===== src/include/ppc_pkg.sv =====
// constants shared by the pack protection configuration block
package ppc_pkg;

	// register offsets
	localparam logic [7:0] OFS_STATUS = 8'h00;
	localparam logic [7:0] OFS_OUT_CTL = 8'h01;
	localparam logic [7:0] OFS_FUNC_CTL = 8'h03;
	localparam logic [7:0] OFS_CELL_PICK = 8'h04;
	localparam logic [7:0] OFS_OL_THRESH = 8'h05;
	localparam logic [7:0] OFS_OL_BLANK = 8'h06;
	localparam logic [7:0] OFS_CHG_SHORT = 8'h07;
	localparam logic [7:0] OFS_DSG_SHORT = 8'h08;

	// output control fields
	localparam int OUT_LATCH_REL_BIT = 0;
	localparam int OUT_DIS_ON_BIT = 1;
	localparam int OUT_CHARGE_ON_BIT = 2;
	localparam int OUT_ZV_OFF_BIT = 3;
	localparam int OUT_PULL_BIT = 4;
	localparam int OUT_CTL_W = 5;
	localparam logic [4:0] OUT_CTL_RST = 5'h00;

	// function control fields
	localparam int FUNC_OL_OFF_BIT = 2;
	localparam int FUNC_CSHORT_OFF_BIT = 3;
	localparam int FUNC_DSHORT_OFF_BIT = 4;
	localparam int FUNC_CTL_W = 6;
	localparam logic [5:0] FUNC_CTL_RST = 6'h00;

	// status fields
	localparam int STAT_DSHORT_BIT = 0;
	localparam int STAT_CSHORT_BIT = 1;
	localparam int STAT_OL_BIT = 2;
	localparam int STAT_WDF_BIT = 3;

	// field layouts
	localparam int CELL_BYPASS_LSB = 4;
	localparam int OL_LEVEL_W = 5;
	localparam int OL_BLANK_W = 4;
	localparam int SHORT_LEVEL_LSB = 0;
	localparam int SHORT_DELAY_LSB = 4;
	localparam int NIB_W = 4;

	localparam logic [7:0] CELL_PICK_RST = 8'h00;
	localparam logic [4:0] OL_LEVEL_RST = 5'h00;
	localparam logic [3:0] OL_BLANK_RST = 4'h0;
	localparam logic [7:0] SHORT_CFG_RST = 8'h00;

	// timing: the delay base is the external 32 kHz watchdog clock
	localparam int CLK_HZ = 25_000_000;
	localparam int WDI_PERIOD_NS = 30518;
	localparam int SC_STEP_US = 61;
	localparam int OL_BASE_US = 1000;
	localparam int OL_STEP_US = 2000;
	localparam int WD_TIMEOUT_US = 100;
	localparam int SC_STEP_TICKS =
		(SC_STEP_US * 1000 + WDI_PERIOD_NS / 2) / WDI_PERIOD_NS;
	localparam int OL_BASE_TICKS =
		(OL_BASE_US * 1000 + WDI_PERIOD_NS / 2) / WDI_PERIOD_NS;
	localparam int OL_STEP_TICKS =
		(OL_STEP_US * 1000 + WDI_PERIOD_NS / 2) / WDI_PERIOD_NS;
	localparam int WD_TIMEOUT_CYC = WD_TIMEOUT_US * (CLK_HZ / 1_000_000);
	localparam int TMR_W = 11;
	localparam int WD_W = 12;

	// serial target; address value is arbitrary
	localparam logic [6:0] DEV_ADDR_DEFAULT = 7'h10;

	typedef enum {
		I2C_IDLE, I2C_ADDR, I2C_ADDR_ACK, I2C_REG, I2C_REG_ACK,
		I2C_WDATA, I2C_WDATA_ACK, I2C_RDATA, I2C_RDATA_ACK
	} ppc_i2c_state_e;

endpackage : ppc_pkg


===== src/hdl/ppc_i2c_target.sv =====
// serial register port: byte-wide target with auto-incrementing pointer
`timescale 1ns/10ps
module ppc_i2c_target
	import ppc_pkg::*;
#(
	parameter logic [6:0] DEV_ADDR = DEV_ADDR_DEFAULT
)
(
	input wire logic clk_sys,
	input wire logic rst,
	input wire logic sclIn,
	input wire logic sdaIn,
	output logic sdaOut,
	output logic sdaOeN,
	output logic [7:0] regAddr,
	output logic [7:0] regWdata,
	output logic regWe,
	input wire logic [7:0] regRdata
);

	logic sclM, sclS, sclD, sdaM, sdaS, sdaD;
	ppc_i2c_state_e st_q;
	logic [3:0] bitCnt_q;
	logic [7:0] shift_q, addr_q;
	logic rw_q, oeN_q, we_q, ack_q;

	// no reset on the synchronisers; the second and third stages are read
	always_ff @(posedge clk_sys)
	begin
		sclM <= sclIn;
		sclS <= sclM;
		sclD <= sclS;
		sdaM <= sdaIn;
		sdaS <= sdaM;
		sdaD <= sdaS;
	end

	wire startSeen = sclS & sclD & sdaD & ~sdaS;
	wire stopSeen = sclS & sclD & ~sdaD & sdaS;
	wire sclRise = sclS & ~sclD;
	wire sclFall = ~sclS & sclD;
	wire byteDone = (bitCnt_q == 4'h8);
	wire addrHit = (shift_q[7:1] == DEV_ADDR);
	wire rxState = (st_q == I2C_ADDR) | (st_q == I2C_REG) |
		(st_q == I2C_WDATA);

	always_ff @(posedge clk_sys)
	begin
		we_q <= 1'b0;
		if (rst)
		begin
			st_q <= I2C_IDLE;
			bitCnt_q <= 4'h0;
			shift_q <= 8'h00;
			addr_q <= 8'h00;
			rw_q <= 1'b0;
			oeN_q <= 1'b1;
			ack_q <= 1'b0;
		end
		else if (stopSeen)
		begin
			st_q <= I2C_IDLE;
			oeN_q <= 1'b1;
		end
		else if (startSeen)
		begin
			st_q <= I2C_ADDR;
			bitCnt_q <= 4'h0;
			oeN_q <= 1'b1;
		end
		else if (sclRise)
		begin
			if (rxState)
			begin
				shift_q <= {shift_q[6:0], sdaS};
				bitCnt_q <= bitCnt_q + 4'h1;
			end
			else if (st_q == I2C_RDATA)
				bitCnt_q <= bitCnt_q + 4'h1;
			else if (st_q == I2C_RDATA_ACK)
				ack_q <= ~sdaS;
		end
		else if (sclFall)
		begin
			unique case (st_q)
				I2C_IDLE: ;
				I2C_ADDR, I2C_REG, I2C_WDATA:
					if (byteDone)
					begin
						bitCnt_q <= 4'h0;
						if (st_q == I2C_ADDR)
						begin
							// foreign address: stay silent until next start
							st_q <= addrHit ? I2C_ADDR_ACK : I2C_IDLE;
							oeN_q <= ~addrHit;
							rw_q <= shift_q[0];
						end
						else if (st_q == I2C_REG)
						begin
							addr_q <= shift_q;
							st_q <= I2C_REG_ACK;
							oeN_q <= 1'b0;
						end
						else
						begin
							we_q <= 1'b1;
							st_q <= I2C_WDATA_ACK;
							oeN_q <= 1'b0;
						end
					end
				I2C_ADDR_ACK:
					if (rw_q)
					begin
						shift_q <= regRdata;
						oeN_q <= regRdata[7];
						bitCnt_q <= 4'h0;
						st_q <= I2C_RDATA;
					end
					else
					begin
						oeN_q <= 1'b1;
						st_q <= I2C_REG;
					end
				I2C_REG_ACK:
				begin
					oeN_q <= 1'b1;
					st_q <= I2C_WDATA;
				end
				I2C_WDATA_ACK:
				begin
					oeN_q <= 1'b1;
					addr_q <= addr_q + 8'h01;
					st_q <= I2C_WDATA;
				end
				I2C_RDATA:
					if (byteDone)
					begin
						oeN_q <= 1'b1;
						addr_q <= addr_q + 8'h01;
						st_q <= I2C_RDATA_ACK;
					end
					else
					begin
						shift_q <= {shift_q[6:0], 1'b0};
						oeN_q <= shift_q[6];
					end
				I2C_RDATA_ACK:
					if (ack_q)
					begin
						shift_q <= regRdata;
						oeN_q <= regRdata[7];
						bitCnt_q <= 4'h0;
						st_q <= I2C_RDATA;
					end
					else
						st_q <= I2C_IDLE;
			endcase
		end
	end

	assign sdaOut = 1'b0;
	assign sdaOeN = oeN_q;
	assign regAddr = addr_q;
	assign regWdata = shift_q;
	assign regWe = we_q;

endmodule : ppc_i2c_target


===== src/hdl/ppc_protect_cfg.sv =====
// pack protection configuration registers, delay timers and FET drive
`timescale 1ns/10ps
module ppc_protect_cfg
	import ppc_pkg::*;
#(
	parameter logic [6:0] DEV_ADDR = DEV_ADDR_DEFAULT
)
(
	input wire logic clk_sys,
	input wire logic rst,
	input wire logic sclIn,
	input wire logic sdaIn,
	output logic sdaOut,
	output logic sdaOeN,
	input wire logic prechargeModeStrap,
	input wire logic wdiClk,
	input wire logic overloadTrip,
	input wire logic chargeShortTrip,
	input wire logic dischargeShortTrip,
	output logic chargeFetDrive,
	output logic dischargeFetDrive,
	output logic zeroVoltChargeGate,
	output logic openDrainOut,
	output logic openDrainOeN,
	output logic bottomCellBypassEn,
	output logic secondLowCellBypassEn,
	output logic secondHighCellBypassEn,
	output logic topCellBypassEn,
	output logic [3:0] cellMonSelect,
	output logic [4:0] overloadLevel,
	output logic [3:0] chargeShortLevel,
	output logic [3:0] dischargeShortLevel
);

	function automatic logic [TMR_W-1:0] shortLimit(input logic [3:0] code);
		shortLimit = TMR_W'(code) * TMR_W'(SC_STEP_TICKS);
	endfunction : shortLimit

	function automatic logic [TMR_W-1:0] blankLimit(input logic [3:0] code);
		blankLimit = TMR_W'(OL_BASE_TICKS) + TMR_W'(code) * TMR_W'(OL_STEP_TICKS);
	endfunction : blankLimit

	// register port
	logic [7:0] regAddr, regWdata, regRdata;
	logic regWe;

	ppc_i2c_target #(
		.DEV_ADDR(DEV_ADDR)
	) u_port (
		.clk_sys(clk_sys),
		.rst(rst),
		.sclIn(sclIn),
		.sdaIn(sdaIn),
		.sdaOut(sdaOut),
		.sdaOeN(sdaOeN),
		.regAddr(regAddr),
		.regWdata(regWdata),
		.regWe(regWe),
		.regRdata(regRdata)
	);

	// pin synchronisers
	logic strapM, strapS;
	logic wdiM, wdiS, wdiD;
	logic [2:0] tripM, tripS;
	always_ff @(posedge clk_sys)
	begin
		strapM <= prechargeModeStrap;
		strapS <= strapM;
		wdiM <= wdiClk;
		wdiS <= wdiM;
		wdiD <= wdiS;
		tripM <= {overloadTrip, dischargeShortTrip, chargeShortTrip};
		tripS <= tripM;
	end
	wire wdiTick = wdiS & ~wdiD;

	// configuration registers
	logic [OUT_CTL_W-1:0] outCtl_q;
	logic [FUNC_CTL_W-1:0] funcCtl_q;
	logic [7:0] cellPick_q, chgShort_q, dsgShort_q;
	logic [OL_LEVEL_W-1:0] olLevel_q;
	logic [OL_BLANK_W-1:0] olBlank_q;

	wire wrOut = regWe & (regAddr == OFS_OUT_CTL);
	wire wrFunc = regWe & (regAddr == OFS_FUNC_CTL);
	wire wrCell = regWe & (regAddr == OFS_CELL_PICK);
	wire wrOlThr = regWe & (regAddr == OFS_OL_THRESH);
	wire wrOlBlk = regWe & (regAddr == OFS_OL_BLANK);
	wire wrChgSc = regWe & (regAddr == OFS_CHG_SHORT);
	wire wrDsgSc = regWe & (regAddr == OFS_DSG_SHORT);

	always_ff @(posedge clk_sys)
	begin
		if (rst)
		begin
			outCtl_q <= OUT_CTL_RST;
			// strap is held steady around reset; sync reset may sample it
			outCtl_q[OUT_CHARGE_ON_BIT] <= strapS;
		end
		else if (wrOut)
			outCtl_q <= regWdata[OUT_CTL_W-1:0];
	end

	always_ff @(posedge clk_sys)
	begin
		if (rst)
			funcCtl_q <= FUNC_CTL_RST;
		else if (wrFunc)
			funcCtl_q <= regWdata[FUNC_CTL_W-1:0];
	end

	always_ff @(posedge clk_sys)
	begin
		if (rst)
			cellPick_q <= CELL_PICK_RST;
		else if (wrCell)
			cellPick_q <= regWdata;
	end

	always_ff @(posedge clk_sys)
	begin
		if (rst)
		begin
			olLevel_q <= OL_LEVEL_RST;
			olBlank_q <= OL_BLANK_RST;
		end
		else
		begin
			if (wrOlThr)
				olLevel_q <= regWdata[OL_LEVEL_W-1:0];
			if (wrOlBlk)
				olBlank_q <= regWdata[OL_BLANK_W-1:0];
		end
	end

	always_ff @(posedge clk_sys)
	begin
		if (rst)
		begin
			chgShort_q <= SHORT_CFG_RST;
			dsgShort_q <= SHORT_CFG_RST;
		end
		else
		begin
			if (wrChgSc)
				chgShort_q <= regWdata;
			if (wrDsgSc)
				dsgShort_q <= regWdata;
		end
	end

	// field decode
	wire [3:0] chgDelayCode = chgShort_q[SHORT_DELAY_LSB +: NIB_W];
	wire [3:0] dsgDelayCode = dsgShort_q[SHORT_DELAY_LSB +: NIB_W];
	wire chgSenseOff = funcCtl_q[FUNC_CSHORT_OFF_BIT];
	wire dsgSenseOff = funcCtl_q[FUNC_DSHORT_OFF_BIT];
	wire olOff = funcCtl_q[FUNC_OL_OFF_BIT];

	// delay timers: channel 0 charge short, 1 discharge short, 2 overload
	logic [2:0] tripEn, expired;
	logic [TMR_W-1:0] limit [3];
	assign tripEn[0] = tripS[0] & ~chgSenseOff;
	assign tripEn[1] = tripS[1] & ~dsgSenseOff;
	assign tripEn[2] = tripS[2] & ~olOff;
	assign limit[0] = shortLimit(chgDelayCode);
	assign limit[1] = shortLimit(dsgDelayCode);
	assign limit[2] = blankLimit(olBlank_q);

	genvar gi;
	generate
		for (gi = 0; gi < 3; gi++)
		begin : g_tmr
			logic [TMR_W-1:0] cnt_q;
			always_ff @(posedge clk_sys)
			begin
				if (rst || !tripEn[gi])
					cnt_q <= '0;
				else if (wdiTick && cnt_q != '1)
					cnt_q <= cnt_q + TMR_W'(1);
			end
			// delay counts in watchdog ticks; a dead 32 kHz clock stalls it
			assign expired[gi] = tripEn[gi] & (cnt_q >= limit[gi]);
		end
	endgenerate

	// watchdog on the 32 kHz input
	logic [WD_W-1:0] wdCnt_q;
	wire wdTimeout = (wdCnt_q == WD_W'(WD_TIMEOUT_CYC));
	always_ff @(posedge clk_sys)
	begin
		if (rst || wdiTick)
			wdCnt_q <= '0;
		else if (!wdTimeout)
			wdCnt_q <= wdCnt_q + WD_W'(1);
	end

	// latch release on a 0-1-0 sequence of the release bit
	logic relArmed_q;
	wire relBit = outCtl_q[OUT_LATCH_REL_BIT];
	wire latchRelease = relArmed_q & ~relBit;
	always_ff @(posedge clk_sys)
	begin
		if (rst)
			relArmed_q <= 1'b0;
		else
			relArmed_q <= relBit;
	end

	// fault latches; a new event beats a release in the same cycle
	logic chgShortFault_q, dsgShortFault_q, olFault_q, wdFault_q;
	always_ff @(posedge clk_sys)
	begin
		if (rst)
		begin
			chgShortFault_q <= 1'b0;
			dsgShortFault_q <= 1'b0;
			olFault_q <= 1'b0;
			wdFault_q <= 1'b0;
		end
		else
		begin
			chgShortFault_q <= expired[0] |
				(chgShortFault_q & ~latchRelease);
			dsgShortFault_q <= expired[1] |
				(dsgShortFault_q & ~latchRelease);
			olFault_q <= expired[2] | (olFault_q & ~latchRelease);
			wdFault_q <= wdTimeout | (wdFault_q & ~latchRelease);
		end
	end

	// FET drives
	wire shortFault = chgShortFault_q | dsgShortFault_q;
	wire chgOn = outCtl_q[OUT_CHARGE_ON_BIT] & ~shortFault &
		~wdFault_q;
	wire dsgOn = outCtl_q[OUT_DIS_ON_BIT] & ~shortFault & ~olFault_q &
		~wdFault_q;
	wire zvOn = ~outCtl_q[OUT_ZV_OFF_BIT] & ~shortFault;
	logic chgDrv_q, dsgDrv_q, zvDrv_q, pullOeN_q;
	always_ff @(posedge clk_sys)
	begin
		if (rst)
		begin
			chgDrv_q <= 1'b0;
			dsgDrv_q <= 1'b0;
			zvDrv_q <= 1'b0;
			pullOeN_q <= 1'b1;
		end
		else
		begin
			chgDrv_q <= chgOn;
			dsgDrv_q <= dsgOn;
			zvDrv_q <= zvOn;
			// host alone steers precharge through this pin
			pullOeN_q <= ~outCtl_q[OUT_PULL_BIT];
		end
	end

	// read mux; unmapped offsets read zero
	logic [7:0] statusVal;
	always_comb
	begin
		statusVal = 8'h00;
		statusVal[STAT_DSHORT_BIT] = dsgShortFault_q;
		statusVal[STAT_CSHORT_BIT] = chgShortFault_q;
		statusVal[STAT_OL_BIT] = olFault_q;
		statusVal[STAT_WDF_BIT] = wdFault_q;
	end

	always_comb
	begin
		unique case (regAddr)
			OFS_STATUS: regRdata = statusVal;
			OFS_OUT_CTL: regRdata = 8'(outCtl_q);
			OFS_FUNC_CTL: regRdata = 8'(funcCtl_q);
			OFS_CELL_PICK: regRdata = cellPick_q;
			OFS_OL_THRESH: regRdata = 8'(olLevel_q);
			OFS_OL_BLANK: regRdata = 8'(olBlank_q);
			OFS_CHG_SHORT: regRdata = chgShort_q;
			OFS_DSG_SHORT: regRdata = dsgShort_q;
			default: regRdata = 8'h00;
		endcase
	end

	assign chargeFetDrive = chgDrv_q;
	assign dischargeFetDrive = dsgDrv_q;
	assign zeroVoltChargeGate = zvDrv_q;
	assign openDrainOut = 1'b0;
	assign openDrainOeN = pullOeN_q;
	assign bottomCellBypassEn = cellPick_q[CELL_BYPASS_LSB];
	assign secondLowCellBypassEn = cellPick_q[CELL_BYPASS_LSB + 1];
	assign secondHighCellBypassEn = cellPick_q[CELL_BYPASS_LSB + 2];
	assign topCellBypassEn = cellPick_q[CELL_BYPASS_LSB + 3];
	assign cellMonSelect = cellPick_q[3:0];
	assign overloadLevel = olLevel_q;
	assign chargeShortLevel = chgShort_q[SHORT_LEVEL_LSB +: NIB_W];
	assign dischargeShortLevel = dsgShort_q[SHORT_LEVEL_LSB +: NIB_W];

endmodule : ppc_protect_cfg


===== config.mk =====
export PLATFORM = sky130hd
export DESIGN_NAME = ppc_protect_cfg
export DESIGN_NICKNAME = d
export VERILOG_FILES = /design/src/include/ppc_pkg.sv /design/src/hdl/ppc_i2c_target.sv /design/src/hdl/ppc_protect_cfg.sv
export SDC_FILE = /design/constraint.sdc
export NUM_CORES = 1
export LEC_CHECK = 0
export ABC_CLOCK_PERIOD_IN_PS = 2400
export BUFFER_PORTS_ARGS = -buffer_cell sky130_fd_sc_hd__buf_2
export CORE_ASPECT_RATIO = 0.7
export CORE_MARGIN = 8
export CORE_UTILIZATION = 41
export CTS_CLUSTER_DIAMETER = 40
export CTS_CLUSTER_SIZE = 12
export DETAILED_ROUTE_END_ITERATION = 10
export GPL_ROUTABILITY_DRIVEN = 1
export PLACE_DENSITY = 0.57
export SYNTH_ARGS = -nofsm -noshare
export SYNTH_HDL_FRONTEND = slang
export SYNTH_SLANG_ARGS = --single-unit

===== constraint.sdc =====
create_clock -name clk_sys -period 2.4 [get_ports clk_sys]
set_input_delay 0.36 -clock clk_sys [delete_from_list [all_inputs] [get_ports clk_sys]]
set_output_delay 0.36 -clock clk_sys [all_outputs]
set_load 0.01 [all_outputs]

==> flow_summary.yaml, run 1 <==
outcome:
  outcome: "complete, no violations"
detailed_routing:
  vias: 6040
  avgViaCountPerCell: 5.56
  drt_pre_antenna_iters: 5
  drcViolationCount: 0
  drt-initial-drc-count: 622
  wirelength_mm: 18.3
  post_drt_wl_per_cell_um: 16.8
  antenna_left: 0
pwr:
  pwr-share-seq_pct: 45.5
  p_clk_share_pct: 50.9
  pwr-share-comb_pct: 3.6
  leakage_nw: 3.07
  internal_power_mw: 4.17
  ir_drop_mv: 0.442
  switching_share_pct: 22.2
  p_per_area_nw_per_um2: 669
  power.switching_mw: 1.19
clock_network:
  cts_root_buf: "clkbuf_16"
  cts_made_buffers: 17
  h-tree-depth: 4
  cts_sinks: 143
  holdBufCountCts: 0
  postCtsSetupBuffers: 0
  clk_pin_slew_worst_paths_ns: 0.07
  clk-insertion-delay-late_ns: 0.42
  cts_tree: "built"
  cts-resized-gates: 0
  clock_tree.buffer_depth: 2
flow_run:
  maxCapViolCount: 0
yosys:
  avgSynthCellArea_um2: 8.56
  ys_seq_area_share_pct: 40.9
  synth_area_um2: 7020
  syn_inst: 820
  ys.flop_type: "dfxtp_1"
  synth_edf_count: 1
  ys.warnings.count: 0
  ys_ff_latch: 143
  synthArstFlopShare_pct: 0
  synthDistinctLibCells: 76
cells_and_area:
  n_antenna_cell: 0
  layout_commonest_cell: "dfxtp_1"
  nNetsFinal: 882
  drive_gt1_share_pct: 13.2
  mostFrequentLayoutCells: "dfxtp_1, nor2_1, nand2_1"
  fill_cells: 1656
  post-route-util_pct: 47.2
  area.growth.synth_to_final_pct: 14.1
placement:
  gp_congestion: 0.866
  dp_hpwl_mm: 13.1
  port_buffers: 34
  place_ws_ns: 0.203
die:
  rows: 40
  die_area_um2: 21600
  die_h_um: 125
  floorplan.initialDensity_pct: 41.4
  io_pins: 37
  core_region_area_um2: 17000
  die_w_um: 172
worst_setup_path:
  r2r-start: "u_port.st_q[0]"
  worstSetupPathType: "flop to flop"
  crit_arrival_ns: 2.53
  cp-start-kind: "flop"
  required_ns: 2.72
  cp_max_fo: 17
  worst_setup_path_end_kind: "flop"
  crit_start: "u_port.st_q[0]"
timing:
  fmax_ghz: 0.452
  tightest_slew_ns: 0.623
  finalCriticalPeriod_ns: 2.21
  rsz0062_at_grt: "no"
  fin_setup_tns_ns: 0
  slew_violations: 0
  post-route-period-util_pct: 92.2
  setup_slack_ns: 0.188
  slew-limit-headroom_pct: 58.0
  finClkSkew_ns: 0.0108
  setup_viol: 0
  hold_violations: 0
  whs_ns: 0.0372
grt:
  grt_use_total_pct: 17.3
  grt_start_max_net_pins: 33
  grt_pass1_vias: 5605
  grt_pass1_wl_mm: 29.8
  antenna_found_initial: 0
  overflow: 0
worst_hold_path:
  hold_path.class: "input pin to flop"
  min_from: "sdaIn"
routing by layer:
metal	share of wire, %	routed length, um	GRT usage [%]	vias to the layer above
li1	-	-	-	2946
met1	51	9320	26.7	2870
met2	40	7330	22.9	211
met3	7.9	1450	4.28	13
met4	0.91	166	4.30	0
met5	0	0	0	-
cell type report:
type / count / area [um^2] / area share (%)
tap: 231 / 289 / 3.61
inverter: 27 / 101 / 1.26
clock inverter: 12 / 156 / 1.95
sequential: 143 / 2870 / 35.9
clock buffer: 20 / 457 / 5.70
multi-input combinational: 595 / 3780 / 47.1
timing repair buffer: 59 / 358 / 4.47
worst paths after layout:
path                            cells past startpoint            endpoint  slack, ns
worst min register to register                      0         u_port.sdaS       0.33
worst max register to register                      7  u_port.bitCnt_q[3]       0.19
worst min-delay path                                1         u_port.sdaM       0.04
worst max-delay path                                7  u_port.bitCnt_q[3]       0.19
registers in the layout, indices dropped and copies added, names as in the netlist, 3 cells and up:
register         flops
u_port.bitCnt_q      4
u_port.regWdata      8
tripS                3
outCtl_q             5
overloadLevel        5
g_tmr.cnt_q         33
dsgShort_q           8
funcCtl_q            6
cellPick_q           8
chgShort_q           8
olBlank_q            4
wdCnt_q             12
tripM                3
u_port.st_q          4
u_port.regAddr       8
critical path: stages (launching register included):
cell	delay, ns
dfxtp_1	0.48
buf_4	0.25
nor4b_1	0.31
nor2_1	0.10
o32a_1	0.30
a2111oi_0	0.41
nor4b_1	0.10
a21o_1	0.16
synth_stat cells (12+ instances only):
master    instances  share of area (%)
dfxtp_1         142                 40
nor2_1          102                5.5
nand2_1          81                4.3
a21oi_1          53                3.8
nand3_1          43                3.1
clkbuf_1         32                1.7
ha_1             30                5.3
inv_1            27                1.4
o21ai_0          26                1.9
mux2i_1          25                3.6
xor2_1           24                3.0
a22oi_1          14                1.5
and3_1           12                1.1
nand2b_1         12                1.1
nor3_1           12               0.86
power groups by stage:
| stage | combinational [mW] | sequential [mW] | clock [mW] |
|---|---|---|---|
| 2_1_floorplan | 0.142 | 2.48 | 0 |
| 3_3_place_gp | 0.188 | 2.49 | 0 |
| 3_5_place_dp | 0.191 | 2.49 | 0 |
| 4_1_cts | 0.192 | 2.44 | 2.79 |
| 5_1_grt | 0.216 | 2.44 | 2.91 |
| 6_report | 0.194 | 2.44 | 2.73 |
per-stage QoR:
| step | instance area [um^2] | total power, mW | std cells |
|---|---|---|---|
| finish | 8010 | 5.36 | 1087 |
| global route | 8010 | 5.57 | 1087 |
| CTS | 8010 | 5.42 | 1087 |
| detailed placement | 7390 | 2.68 | 1055 |
| global placement | 7390 | 2.68 | 1055 |
| floorplan | 7030 | 2.62 | 821 |
cell families after synthesis:
family                     share of synthesized area (%)
AOI/OAI and AO/OA                                   17.2
xor gates and xnor gates                            4.37
adders and majority gates                           5.35
buffers and inverters                               5.42
DFF                                                 40.9
muxes                                               4.21
other                                             0.0534
and+or+nand+nor                                     22.5
Power figures use the tool's default switching activity.
==> run 2, diff against run 1 <==
--- a/config.mk
+++ b/config.mk
@@ -5,16 +5,13 @@
 export SDC_FILE = /design/constraint.sdc
 export NUM_CORES = 1
 export LEC_CHECK = 0
-export ABC_CLOCK_PERIOD_IN_PS = 2400
 export BUFFER_PORTS_ARGS = -buffer_cell sky130_fd_sc_hd__buf_2
-export CORE_ASPECT_RATIO = 0.7
 export CORE_MARGIN = 8
 export CORE_UTILIZATION = 41
 export CTS_CLUSTER_DIAMETER = 40
 export CTS_CLUSTER_SIZE = 12
 export DETAILED_ROUTE_END_ITERATION = 10
 export GPL_ROUTABILITY_DRIVEN = 1
-export PLACE_DENSITY = 0.57
 export SYNTH_ARGS = -nofsm -noshare
 export SYNTH_HDL_FRONTEND = slang
 export SYNTH_SLANG_ARGS = --single-unit
==> flow_summary.yaml, run 2 (synthesis results as in run 1) <==
grt:
  grt_pass1_wl_mm: 29.0
  grt_start_max_net_pins: 30
  grt_use_total_pct: 16.5
  overflow: 0
  grt_pass1_vias: 5567
  antenna_found_initial: 0
clock_network:
  postCtsSetupBuffers: 0
  cts_tree: "built"
  clk-insertion-delay-late_ns: 0.42
  cts_root_buf: "clkbuf_16"
  cts_made_buffers: 17
  cts_sinks: 143
  clk_pin_slew_worst_paths_ns: 0.06
  clock_tree.buffer_depth: 2
  h-tree-depth: 4
detailed_routing:
  drcViolationCount: 0
  drt-initial-drc-count: 389
  vias: 5950
  post_drt_wl_per_cell_um: 16.0
  avgViaCountPerCell: 5.44
  drt_pre_antenna_iters: 5
  wirelength_mm: 17.5
  antenna_left: 0
cells_and_area:
  nNetsFinal: 894
  largest_reg_flops: 33
  mostFrequentLayoutCells: "dfxtp_1, nor2_1, nand2_1"
  fill_cells: 1655
  regArea_um2: 2870
  n_antenna_cell: 0
  area.growth.synth_to_final_pct: 15.1
  multi_input_area_um2: 3770
  post-route-util_pct: 47.6
  drive_gt1_share_pct: 14.1
  final_cells: 1093
  largest_register: "g_tmr.cnt_q"
  layout_commonest_cell: "dfxtp_1"
  top_regs: "g_tmr.cnt_q: 33 flops, wdCnt_q: 12 flops"
timing:
  fmax_ghz: 0.457
  hold_violations: 0
  slew_violations: 0
  finClkSkew_ns: 0.0102
  setup_viol: 0
  tightest_slew_ns: 0.653
  fin_setup_tns_ns: 0
  finalCriticalPeriod_ns: 2.19
  post-route-period-util_pct: 91.3
  rsz0062_at_grt: "no"
  slew-limit-headroom_pct: 56.5
pwr:
  p_per_area_nw_per_um2: 665
  p_clk_share_pct: 51.0
  p_total_mw: 5.38
  leakage_nw: 3.11
  ir_drop_mv: 0.453
  pwr-share-seq_pct: 45.3
  power.switching_mw: 1.24
  internal_power_mw: 4.14
  pwr-share-comb_pct: 3.7
  switching_share_pct: 23.0
placement:
  dp.cells: 1061
  dp_hpwl_mm: 12.5
  port_buffers: 34
  gp_congestion: 0.876
worst_setup_path:
  cp_max_fo: 17
  crit_start: "u_port.regAddr[1]"
  crit_slowest_cell: "a222oi_1"
  crit_path_max_incr_delay_ns: 0.46
  worst-path-buf-inv: 1
  worstSetupPathType: "flop to flop"
  required_ns: 2.68
  crit_arrival_ns: 2.47
  worst_setup_path_end_kind: "flop"
  cp_cell_sequence: "inv_1, ha_1, a222oi_1, nor2_1, a311o_1, a32oi_1, a211oi_1"
  r2r-start: "u_port.regAddr[1]"
  path_delay_family: "compound AO/OA/AOI/OAI gates"
  cp-start-kind: "flop"
die:
  floorplan.initialDensity_pct: 41.3
  io_pins: 37
  die_w_um: 147
  die_h_um: 147
  core_region_area_um2: 17000
  rows: 48
  die_area_um2: 21600
outcome:
  outcome: "complete, no violations"
worst_hold_path:
  min_from: "overloadTrip"
  hold_path.class: "input pin to flop"
flow_run:
  maxCapViolCount: 0
## run 2: cell count changes in the layout (fill, tap and decap cells not counted), moves of 2 or more
cell,delta
buf_4,+12
clkbuf_8,-2
clkinv_2,-2
inv_6,+2
## run 2: through the flow
| step | worst slack [ns] | hold slack, ns | cell area [um^2] |
|---|---|---|---|
| 3_5_place_dp | 0.175 | 0.314 | 7480 |
| 2_1_floorplan | 0.455 | 0.310 | 7030 |
| 6_report | 0.209 | 0.0332 | 8090 |
| 5_1_grt | 0.0946 | 0.0129 | 8090 |
| 4_1_cts | 0.156 | 0.0134 | 8080 |
| 3_3_place_gp | 0.231 | 0.311 | 7480 |
## run 2: path summary, 6_finish.rpt
path                                           end  slack (ns)  cells past startpoint
worst min register to register            tripS[1]        0.33                      0
worst min-delay path                      tripM[2]        0.03                      1
worst max-delay path            u_port.regWdata[1]        0.21                      7
worst max register to register  u_port.regWdata[1]        0.21                      7
## run 2: timing repair
action,4_1_cts,5_1_grt
resized for setup,0,1
hold buffers,0,0
endpoints found under the setup margin,0,1
## run 2: cell type report
| type | count | share of cell area (%) |
|---|---|---|
| sequential | 143 | 35.5 |
| clock buffer | 19 | 5.35 |
| timing repair buffer | 71 | 5.54 |
| clock inverter | 13 | 2.15 |
| multi-input combinational | 595 | 46.7 |
| tap | 225 | 3.48 |
| inverter | 27 | 1.25 |
## run 2: per-layer routing
metal / track usage, % / vias to the layer above / wire length (um)
met5: 0 / - / 0
met4: 7.88 / 0 / 443
met3: 3.20 / 28 / 745
met2: 24.8 / 148 / 7680
met1: 22.3 / 2782 / 8640
li1: - / 2992 / -
## run 2: power by group through the flow
stage                     Clock [mW]  Sequential, mW  Combinational [mW]
final                           2.74            2.44               0.198
after global routing            2.88            2.44               0.221
after CTS                       2.78            2.44               0.200
after detailed placement           0            2.49               0.198
after global placement             0            2.49               0.197
after floorplan                    0            2.48               0.142
## run 2: worst register-to-register path, delay by kind of cell (launching register included)
kind | cells | cell delay [ns]
AND/OR/NAND/NOR | 1 | 0.07
flip-flops | 1 | 0.40
AO/OA/AOI/OAI | 4 | 1.08
buffers and inverters | 1 | 0.09
adder cells (fa/ha/maj) | 1 | 0.41
